`config.mk`:
```
export PLATFORM = sky130hd
export DESIGN_NAME = pec_escape_ctrl
export DESIGN_NICKNAME = d
export VERILOG_FILES = /design/src/design/pec_cmd_buf.v /design/src/design/pec_escape_ctrl.v
export VERILOG_INCLUDE_DIRS = /design/src /design/src/inc
export SDC_FILE = /design/constraint.sdc
export NUM_CORES = 1
export LEC_CHECK = 0
export BUFFER_PORTS_ARGS = -buffer_cell sky130_fd_sc_hd__buf_2
export CAP_MARGIN = 15
export CORE_MARGIN = 1
export CORE_UTILIZATION = 45
export DETAILED_ROUTE_END_ITERATION = 7
export MAX_ROUTING_LAYER = met4
export PLACE_DENSITY = 0.68
export SYNTH_ARGS = -nofsm -noshare
export SYNTH_HDL_FRONTEND = slang
export SYNTH_SLANG_ARGS = --single-unit
export TNS_END_PERCENT = 50
```
`constraint.sdc`:
```
create_clock -name sys_clk_i -period 2.9 [get_ports sys_clk_i]
set_clock_uncertainty 0.15 [all_clocks]
set_input_delay 0.58 -clock sys_clk_i [delete_from_list [all_inputs] [get_ports sys_clk_i]]
set_output_delay 0.58 -clock sys_clk_i [all_outputs]
set_load 0.01 [all_outputs]
```
`src/inc/pec_regs.vh`:
```
`ifndef PEC_REGS_VH
`define PEC_REGS_VH
// character codes
`define PEC_CH_DLE      8'h10
`define PEC_CH_CR       8'h0D
`define PEC_CH_PLUS     8'h2B
`define PEC_CH_PROMPT   8'h40
`define PEC_CH_BS       8'h08
`define PEC_CH_CAN      8'h18
`define PEC_CH_C        8'h43
`define PEC_CH_L        8'h4C
`define PEC_CH_R        8'h52
// service signal codes on svc_code_o
`define PEC_SVC_NONE    3'h0
`define PEC_SVC_COM     3'h1
`define PEC_SVC_CLRCONF 3'h2
`define PEC_SVC_CLRCAUS 3'h3
`define PEC_SVC_PROMPT  3'h4
`define PEC_SVC_CMD     3'h5
// command buffer depth
`define PEC_CMD_DEPTH   16
`endif

```
`src/design/pec_cmd_buf.v`:
```
`timescale 1ns/1ps
`include "pec_regs.vh"
module pec_cmd_buf #(
  parameter DEPTH = `PEC_CMD_DEPTH,
  parameter AW    = 4
) (
  // clock and reset
  input  wire          sys_clk_i,
  input  wire          reset_n_i,
  // control
  input  wire          push_i,
  input  wire [7:0]    push_data_i,
  input  wire          del_char_i,
  input  wire          del_line_i,
  // state
  output reg  [AW:0]   count_o,
  output wire          is_clr_o
);
  reg [7:0] mem_r [0:DEPTH-1];

  // stored text equals CLR
  assign is_clr_o = (count_o == 3) && (mem_r[0] == `PEC_CH_C) &&
                    (mem_r[1] == `PEC_CH_L) && (mem_r[2] == `PEC_CH_R);

  always @(posedge sys_clk_i)
  begin
    if (push_i && (count_o < DEPTH))
      mem_r[count_o[AW-1:0]] <= push_data_i;
  end

  always @(posedge sys_clk_i or negedge reset_n_i)
  begin
    if (!reset_n_i)
      count_o <= {(AW+1){1'b0}};
    else if (del_line_i)
      count_o <= {(AW+1){1'b0}};
    else if (del_char_i && (count_o != 0))
      count_o <= count_o - 1'b1;
    else if (push_i && (count_o < DEPTH))
      count_o <= count_o + 1'b1;
  end
endmodule // pec_cmd_buf

```
`src/design/pec_escape_ctrl.v`:
```
`timescale 1ns/1ps
`include "pec_regs.vh"
// Function
// - on setup send COM, then host data
// - clear accepted only after data transfer
// - escape character enters command state
// - forward pending data and send prompt in the same cycle
// - CLR plus CR clears, confirms, prompts
// - first CR or plus resumes data
// - second escape stores one escape as data
// - other characters buffered until terminator
// - session end also clears the circuit
// - command state passes nothing to remote except the doubled escape
// - every command except a selection answered with service signal
// - failed circuit gives cause, early clear gets command signal
// - parameter six zero suppresses service signals
// - selection loads working profile parameters
module pec_escape_ctrl (
  // clock and reset
  input  wire       sys_clk_i,
  input  wire       reset_n_i,
  // configuration
  input  wire [7:0] esc_char_i,
  input  wire       esc_enable_i,
  input  wire [7:0] char_del_i,
  input  wire [7:0] line_del_i,
  input  wire       svc_enable_i,
  // terminal input
  input  wire       term_valid_i,
  input  wire [7:0] term_data_i,
  // circuit events
  input  wire       circuit_up_i,
  input  wire       circuit_fail_i,
  input  wire [3:0] fail_cause_i,
  input  wire       session_end_i,
  input  wire       pending_data_i,
  // remote direction
  output reg        remote_valid_o,
  output reg  [7:0] remote_data_o,
  output reg        forward_o,
  output reg        clear_req_o,
  output reg        select_o,
  output reg        load_profile_o,
  // service signals
  output reg        svc_valid_o,
  output reg  [2:0] svc_code_o,
  output reg  [3:0] svc_cause_o,
  output reg        cmd_valid_o,
  // state
  output reg        data_state_o,
  output reg        connected_o
);
  localparam ST_CMD  = 2'd0;
  localparam ST_DATA = 2'd1;
  localparam ST_ESC1 = 2'd2;
  localparam ST_ESCB = 2'd3;

  reg  [1:0] state_r;
  reg  [1:0] state_nxt;
  wire [4:0] buf_count;
  wire       buf_is_clr;
  wire       is_term;
  wire       is_del;
  wire       is_kill;
  wire       svc_ok;
  reg        push;
  reg        prompt_due_r;
  wire       clr_hit;
  wire       sel_hit;

  assign is_term = (term_data_i == `PEC_CH_CR) || (term_data_i == `PEC_CH_PLUS);
  assign is_del  = term_data_i == char_del_i;
  assign is_kill = term_data_i == line_del_i;
  assign svc_ok  = svc_enable_i;
  assign clr_hit = buf_is_clr && connected_o && (state_r == ST_ESCB);
  assign sel_hit = (state_r == ST_CMD) && !connected_o && (buf_count != 0) && !buf_is_clr;

  always @*
  begin
    push = 1'b0;
    if (term_valid_i && !is_term && !is_del && !is_kill)
      push = (state_r == ST_CMD) || (state_r == ST_ESCB) ||
             ((state_r == ST_ESC1) && (term_data_i != esc_char_i));
  end

  pec_cmd_buf #(
    .DEPTH (`PEC_CMD_DEPTH),
    .AW    (4)
  ) u_buf (
    .sys_clk_i   (sys_clk_i),
    .reset_n_i   (reset_n_i),
    .push_i      (push),
    .push_data_i (term_data_i),
    .del_char_i  (term_valid_i && is_del && (state_r != ST_DATA)),
    .del_line_i  ((term_valid_i && is_kill && (state_r != ST_DATA)) ||
                  (term_valid_i && is_term && (state_r != ST_DATA))),
    .count_o     (buf_count),
    .is_clr_o    (buf_is_clr)
  );

  ////////////////////////////////////////////////////////////////////////////
  // next state, same priority as the output process
  always @*
  begin
    state_nxt = state_r;
    if (circuit_fail_i)
      state_nxt = ST_CMD;
    else if (circuit_up_i && !connected_o)
      state_nxt = ST_DATA;
    else if (session_end_i && connected_o)
      state_nxt = ST_CMD;
    else if (term_valid_i)
    begin
      case (state_r)
        ST_DATA:
          if (esc_enable_i && (term_data_i == esc_char_i))
            state_nxt = ST_ESC1;
        ST_ESC1:
          if (is_term || (term_data_i == esc_char_i))
            state_nxt = ST_DATA;
          else if (!is_del && !is_kill)
            state_nxt = ST_ESCB;
        ST_ESCB, ST_CMD:
          if (is_term)
          begin
            if (clr_hit)
              state_nxt = ST_CMD;
            else if (!sel_hit)
              state_nxt = connected_o ? ST_DATA : ST_CMD;
          end
        default:
          state_nxt = ST_CMD;
      endcase
    end
  end

  ////////////////////////////////////////////////////////////////////////////
  always @(posedge sys_clk_i or negedge reset_n_i)
  begin
    if (!reset_n_i)
    begin
      state_r        <= ST_CMD;
      prompt_due_r   <= 1'b0;
      remote_valid_o <= 1'b0;
      remote_data_o  <= 8'h00;
      forward_o      <= 1'b0;
      clear_req_o    <= 1'b0;
      select_o       <= 1'b0;
      load_profile_o <= 1'b0;
      svc_valid_o    <= 1'b0;
      svc_code_o     <= `PEC_SVC_NONE;
      svc_cause_o    <= 4'h0;
      cmd_valid_o    <= 1'b0;
      data_state_o   <= 1'b0;
      connected_o    <= 1'b0;
    end
    else
    begin
      remote_valid_o <= 1'b0;
      forward_o      <= 1'b0;
      clear_req_o    <= 1'b0;
      select_o       <= 1'b0;
      load_profile_o <= 1'b0;
      prompt_due_r   <= 1'b0;
      // prompt that follows a clear confirmation
      svc_valid_o    <= svc_ok && prompt_due_r;
      svc_code_o     <= prompt_due_r ? `PEC_SVC_PROMPT : `PEC_SVC_NONE;
      cmd_valid_o    <= 1'b0;
      if (circuit_fail_i)
      begin
        connected_o <= 1'b0;
        svc_valid_o <= svc_ok;
        svc_code_o  <= `PEC_SVC_CLRCAUS;
        svc_cause_o <= fail_cause_i;
      end
      else if (circuit_up_i && !connected_o)
      begin
        connected_o <= 1'b1;
        svc_valid_o <= svc_ok;
        svc_code_o  <= `PEC_SVC_COM;
      end
      else if (session_end_i && connected_o)
      begin
        connected_o <= 1'b0;
        clear_req_o <= 1'b1;
      end
      else if (term_valid_i)
      begin
        case (state_r)
          ST_DATA:
            if (esc_enable_i && (term_data_i == esc_char_i))
            begin
              forward_o   <= pending_data_i;
              svc_valid_o <= svc_ok;
              svc_code_o  <= `PEC_SVC_PROMPT;
            end
            else
            begin
              remote_valid_o <= 1'b1;
              remote_data_o  <= term_data_i;
            end
          ST_ESC1:
            if (!is_term && (term_data_i == esc_char_i))
            begin
              remote_valid_o <= 1'b1;
              remote_data_o  <= esc_char_i;
            end
          ST_ESCB, ST_CMD:
            if (is_term)
            begin
              if (clr_hit)
              begin
                clear_req_o  <= 1'b1;
                connected_o  <= 1'b0;
                prompt_due_r <= 1'b1;
                svc_valid_o  <= svc_ok;
                svc_code_o   <= `PEC_SVC_CLRCONF;
              end
              else if (sel_hit)
              begin
                select_o       <= 1'b1;
                load_profile_o <= 1'b1;
              end
              else
              begin
                cmd_valid_o <= 1'b1;
                svc_valid_o <= svc_ok;
                svc_code_o  <= `PEC_SVC_CMD;
              end
            end
          default:
            remote_valid_o <= 1'b0;
        endcase
      end
      state_r      <= state_nxt;
      data_state_o <= (state_nxt == ST_DATA);
    end
  end
endmodule // pec_escape_ctrl

```
==> results by group, run 1 <==
Outcome
  • Run status: finished clean

Die
  • Die span in x: 84.3 microns
  • Site Rows: 29
  • Die Height: 84.3 microns
  • Die area: 7100 sq um
  • Num ports: 69
  • Core ar.: 6460 sq um
  • Initial Utilization: 47.2%

Global routing
  • Vias in the first global route: 2,290
  • GRT Residual Overflow: 0
  • GRT Util Overall: 20.0%
  • Number of antenna violations at the first check in global routing: 0
  • First-pass GRT wire length: 10,800 microns
  • Largest net degree at the start of global routing: 32

Yosys
  • Mapped Cells: 259
  • Sequential area share after synthesis: 49.1%
  • FFs w/ async S/R, synth: 56.4%
  • Main synth FF type: dfrtp_1
  • Cell Area, Synth: 3050 sq um
  • Synth Register Bits: 55
  • Synth top area cells: dfrtp_1, edfxtp_1, xnor2_1
  • Post-synthesis cell type count: 54
  • Net Count, Synth: 312
  • Post-synth EDFFs: 24
  • Yosys top cell area share: 25.5%
  • Post-Syn Area per Cell: 11.8 sq um
  • Area leader, netlist: dfrtp_1
  • Yosys Warn Count: 0

Clocking
  • Clock sink count: 55
  • Clk_lat worst skew: 0.31 ns
  • CTS HTree Levels: 2
  • Clock Pin Slew Worst Setup and Hold Paths: 0.11 ns
  • CTS resizes: 0
  • Setup Buffers After CTS: 0
  • Cts bufs inserted: 5
  • Clock Tree Buf Depth: 2
  • CTS Hold Bufs: 0
  • TritonCTS clock tree: yes
  • Root Buffer: clkbuf_8

Worst setup path
  • Most used cell, CP: a21oi_1
  • Max FO, Critical Path: 5
  • R2r startpoint: u_buf.count_o[1]$_DFFE_PN0P_
  • Worst setup SP type: flop
  • Worst path buffer plus inverter count: 1
  • Crit-path max cell delay: 0.44 ns
  • Crit path max-delay family: simple AND/OR/NAND/NOR gates
  • Crit end category: flop
  • WS Path Type: reg -> reg
  • Origin of the worst setup path: u_buf.count_o[1]$_DFFE_PN0P_
  • CP arrival: 2.56 ns
  • Worst path required time: 2.95 ns
  • CP Cell Sequence: nor3_1, nand2_1, nand3_1, clkinv_1, ha_1, a21o_1, a21oi_1, nor3b_1, a21oi_1, o311a_1
  • CP max-delay cell: dfrtp_1

Pwr
  • Maximum VDD drop: 0.281 mV
  • PD cells: 575 nW/um^2
  • P_leak: 1.58 nW

Placement
  • Post-DP HPWL: 5050 microns
  • Port bufs: 68
  • Final RePlAce weighted congestion: 0.847

Timing
  • F_max: 0.398 GHz
  • Final Hold Fails: 0
  • Period utilization: 86.7%
  • # setup viols final: 0
  • Worst-margin pin slew: 0.702 ns
  • Tmin final: 2.52 ns
  • Final setup TNS: 0 ns
  • Slew Limit Fails: 0
  • Unrepaired setup endpoints after global routing: false
  • Relative slew slack: 53.2%

Drt
  • DRT antenna net count: 0
  • Total detailed-routing wirelength: 6470 microns
  • DR DRC count: 0
  • Vias/cell: 5.40
  • Detailed Routing Iterations Pass 1: 4
  • Vias: 2,232
  • Avg WL per Cell: 15.7 microns
  • Initial DRC count: 93

Layout
  • Most frequent cells in the layout: buf_2, dfrtp_1, edfxtp_1
  • Antenna diodes: 0
  • Share of cells above drive strength 1: 34.5%
  • Most common cell after layout, fill and taps aside: buf_2
  • Nets: 388
  • Area grow syn2layout: 18.5%
  • Post-layout util: 55.9%

Run
  • Max-cap violations: 0

Hold path
  • Min-delay worst type: in -> async
## worst register-to-register path, stage by stage (launching register included)
cell	delay [ns]
dfrtp_1	0.44
nor3_1	0.28
nand2_1	0.16
nand3_1	0.16
clkinv_1	0.10
ha_1	0.32
a21o_1	0.19
a21oi_1	0.20
nor3b_1	0.21
a21oi_1	0.06
o311a_1	0.12
## synthesized netlist by cell type (4+ instances only)
| library cell | n |
|---|---|
| nor4b_1 | 4 |
| mux2_2 | 12 |
| and3_1 | 7 |
| mux2i_1 | 4 |
| nand2b_1 | 5 |
| nor3_1 | 5 |
| nand3_1 | 5 |
| nand2_1 | 20 |
| a21oi_1 | 6 |
| dfrtp_1 | 31 |
| inv_1 | 7 |
| mux2_4 | 8 |
| nand4_1 | 6 |
| nor2_1 | 18 |
| buf_2 | 4 |
| xnor2_1 | 18 |
| edfxtp_1 | 24 |
| xor2_1 | 8 |
| o21ai_0 | 5 |
| ha_1 | 7 |
## per-stage QoR
stage	setup WS (ns)	instance area [sq um]	cells	hold WS [ns]	power, mW
4_1_cts	0.387	3610	413	0.174	2.09
3_5_place_dp	0.116	3510	405	0.341	1.66
6_report	0.385	3610	413	0.150	2.08
2_1_floorplan	0.0630	3050	259	0.134	1.45
3_3_place_gp	0.149	3510	405	0.335	1.65
5_1_grt	0.168	3610	413	0.207	2.21
## final timing paths
kind	endpoint	slack [ns]	cells past startpoint
max in group asynchronous	u_buf.count_o[4]$_DFFE_PN0P_	1.99	1
hold / removal	remote_data_o[5]$_DFFE_PN0P_	0.15	1
setup reg to reg	u_buf.count_o[4]$_DFFE_PN0P_	0.38	10
setup / recovery	u_buf.count_o[4]$_DFFE_PN0P_	0.38	10
min in group sys_clk_i	svc_valid_o$_DFF_PN0_	0.34	2
hold reg to reg	svc_cause_o[1]$_DFFE_PN0P_	0.36	1
## where the power goes
| part | switching [mW] | internal, mW |
|---|---|---|
| Clock | 0.260 | 0.176 |
| Sequential | 0.0815 | 0.933 |
| Combinational | 0.307 | 0.319 |
| Total | 0.648 | 1.43 |
## kinds of logic after synthesis
| family | after synthesis | synth area share, % |
|---|---|---|
| fa+ha+maj | 8 | 3.53 |
| simple gates | 89 | 16.3 |
| xor+xnor | 26 | 7.48 |
| buf+inv | 20 | 3.53 |
| mux | 24 | 9.70 |
| compound gates | 37 | 10.4 |
| flops | 55 | 49.1 |
## state kept, by name (all words and copies together) (netlist names)
signal	count
u_buf.mem_r	24
remote_data_o	8
u_buf.count_o	5
svc_cause_o	4
svc_code_o	3
state_r	2
clear_req_o	1
cmd_valid_o	1
connected_o	1
data_state_o	1
forward_o	1
load_profile_o	1
prompt_due_r	1
remote_valid_o	1
svc_valid_o	1
## final cells by class
class / count / area (sq um)
clock buffers: 5 / 68.8
clock inverters: 3 / 25.0
fillers: 565 / 2850
inverters: 8 / 30.0
multi-input cells: 184 / 1440
flip-flops and latches: 55 / 1500
well taps: 77 / 96.3
repair buffers: 81 / 450
## metal layers
metal	up-vias	routed length, microns	track usage [%]
met5	-	0	-
met4	0	148	7.21
met3	14	183	2.75
met2	47	3140	32.6
met1	1077	3000	25.7
li1	1094	-	-
Note: power is estimated with default switching activity, not from simulation.
==> run 2: changes to the inputs <==
Settings changed: CTS_CLUSTER_SIZE set to 40, PLACE_DENSITY 0.68 to 0.71.
Clock period 2.9 ns to 2.25 ns, I/O delays scaled along.
==> results by group, run 2 (synthesized netlist as in run 1, its figures left out) <==
Placement
  • Placed instance area: 3820 sq um (+8.7%)
  • Post-DP HPWL: 5380 microns (+6.6%)
  • Post-place setup slack: -0.278 ns (-0.395 ns)
  • Port bufs: 68 (unchanged)
  • Final RePlAce weighted congestion: 0.833 (-1.6%)

Timing
  • Final setup TNS: 0 ns (unchanged)
  • Worst setup margin: 0.0385 ns (-0.346 ns)
  • Worst-margin pin slew: 0.711 ns (+0.00892 ns)
  • F_max: 0.452 GHz
  • Slew Limit Fails: 0 (unchanged)
  • # setup viols final: 0 (unchanged)
  • Final Hold Fails: 0 (unchanged)
  • Tmin final: 2.21 ns
  • Relative slew slack: 52.6% (-0.59 points)
  • Period utilization: 98.3%
  • Unrepaired setup endpoints after global routing: true
  • Final Hold Slack: 0.0317 ns (-0.119 ns)

Layout
  • Share of cells above drive strength 1: 46.6% (+12 points)
  • Area grow syn2layout: 30.9%
  • Antenna diodes: 0 (unchanged)
  • Most frequent cells in the layout: buf_2, buf_4, dfrtp_1
  • Post-route cell area: 3990 sq um (+11%)
  • Max reg flops: 24 (unchanged)
  • Nets: 419 (+8.0%)
  • Most common cell after layout, fill and taps aside: buf_2
  • Fillcell total: 543 (-3.9%)
  • Post-layout util: 61.7% (+5.9 points)

Worst setup path
  • CP max-delay cell: fa_2
  • CP arrival: 2.31 ns (-0.25 ns)
  • Max FO, Critical Path: 4 (-1)
  • Path depth of the worst reg2reg path: 5 (-5)
  • WS Path Type: in -> reg
  • Worst path required time: 2.35 ns (-0.60 ns)
  • Crit end category: flop
  • Worst setup SP type: input pin
  • CP Cell Sequence: buf_2, xnor2_1, nand4_1, nor2_4, nand3_4, fa_2, inv_1, a21o_1, a21oi_2, nor3b_2, a21oi_1, o311a_1
  • Crit-path max cell delay: 0.38 ns (-0.06 ns)
  • R2R setup slack: 0.08 ns (-0.30 ns)

Global routing
  • GRT Residual Overflow: 0 (unchanged)
  • Largest net degree at the start of global routing: 32 (unchanged)
  • GRT Util Overall: 20.5% (+0.43 points)
  • Vias in the first global route: 2,319 (+1.3%)
  • Number of antenna violations at the first check in global routing: 0 (unchanged)
  • First-pass GRT wire length: 11,000 microns (+1.3%)

Drt
  • DR DRC count: 6 (+6)
  • Avg WL per Cell: 15.3 microns (-2.4%)
  • Total detailed-routing wirelength: 6790 microns (+4.9%)
  • Vias/cell: 5.27 (-2.5%)
  • Initial DRC count: 75 (-19%)
  • DRT antenna net count: 0 (unchanged)
  • Detailed Routing Iterations Pass 1: 6 (+2)
  • Vias: 2,339 (+4.8%)

Die
  • Core ar.: 6460 sq um (unchanged)
  • Initial Utilization: 47.2% (unchanged)
  • Num ports: 69 (unchanged)
  • Die area: 7100 sq um (unchanged)
  • Die Height: 84.3 microns (unchanged)
  • Site Rows: 29 (unchanged)
  • Die span in x: 84.3 microns (unchanged)

Clocking
  • Cts bufs inserted: 5 (unchanged)
  • Root Buffer: clkbuf_8
  • Clock Tree Buf Depth: 2 (unchanged)
  • TritonCTS clock tree: yes
  • Clock sink count: 55 (unchanged)
  • Clock Pin Slew Worst Setup and Hold Paths: 0.10 ns (about the same)
  • CTS HTree Levels: 2 (unchanged)
  • Clk_lat worst skew: 0.31 ns (about the same)

Outcome
  • Run status: complete, but fails checks
  • Failing checks: DRC

Pwr
  • P_leak: 1.77 nW (+12%)
  • PD cells: 724 nW/um^2 (+26%)
  • Maximum VDD drop: 0.454 mV (+62%)

Run
  • Max-cap violations: 0 (unchanged)

Hold path
  • Min-delay worst type: in -> async
[run 2: cell type report]
type                            instances  area [sq um]  share of cell area [%]
Clock buffer                            6          72.6                    1.82
Clock inverter                          2          17.5                   0.439
Inverter                                8          35.0                   0.879
Multi-Input combinational cell        184          1600                    40.0
Sequential cell                        55          1500                    37.5
Tap cell                               77          96.3                    2.42
Timing Repair Buffer                  112           673                    16.9
[run 2: path summary, 6_finish.rpt]
check	from	endpoint
max	term_data_i[3]	u_buf.count_o[4]$_DFFE_PN0P_
min	reset_n_i	u_buf.count_o[1]$_DFFE_PN0P_
min in group sys_clk_i	svc_enable_i	svc_valid_o$_DFF_PN0_
max reg2reg	state_r[0]$_DFF_PN0_	u_buf.mem_r[0][0]$_DFFE_PP_
max in group asynchronous	reset_n_i	connected_o$_DFFE_PN0P_
min reg2reg	svc_cause_o[1]$_DFFE_PN0P_	svc_cause_o[1]$_DFFE_PN0P_
[run 2: layer usage]
layer | vias up | GRT usage [%] | wire [microns]
li1 | 1161 | - | -
met1 | 1112 | 27.3 | 3140
met2 | 61 | 32.9 | 3320
met3 | 5 | 2.75 | 267
met4 | 0 | 5.80 | 65
met5 | - | - | 0
[run 2: critical path, delay by kind of cell]
kind | cells | cell delay (ns)
and+or+nand+nor | 4 | 0.62
AOI/OAI and AO/OA | 4 | 0.47
adders and majority gates | 1 | 0.38
buffers and inverters | 2 | 0.20
xor gates and xnor gates | 1 | 0.19
[run 2: report_power, final]
| part | switching [mW] | leakage, nW | internal (mW) |
|---|---|---|---|
| Sequential | 0.0869 | 0.605 | 1.20 |
| Clock | 0.318 | 0.0454 | 0.224 |
| Combinational | 0.490 | 1.12 | 0.567 |
[run 2: through the flow]
stage | std cells | power [mW]
3_3_place_gp | 435 | 2.29
2_1_floorplan | 259 | 1.91
5_1_grt | 444 | 3.05
4_1_cts | 443 | 2.86
6_report | 444 | 2.89
3_5_place_dp | 435 | 2.32
[run 2: timing repair]
| item | 4_1_cts | 5_1_grt |
|---|---|---|
| endpoints found under the hold margin | 0 | 0 |
| setup endpoints to repair | 2 | 32 |
| hold buffers | 0 | 0 |
| resized for setup | 2 | 12 |
| pin swaps | 0 | 4 |
| buffers inserted | 0 | 1 |
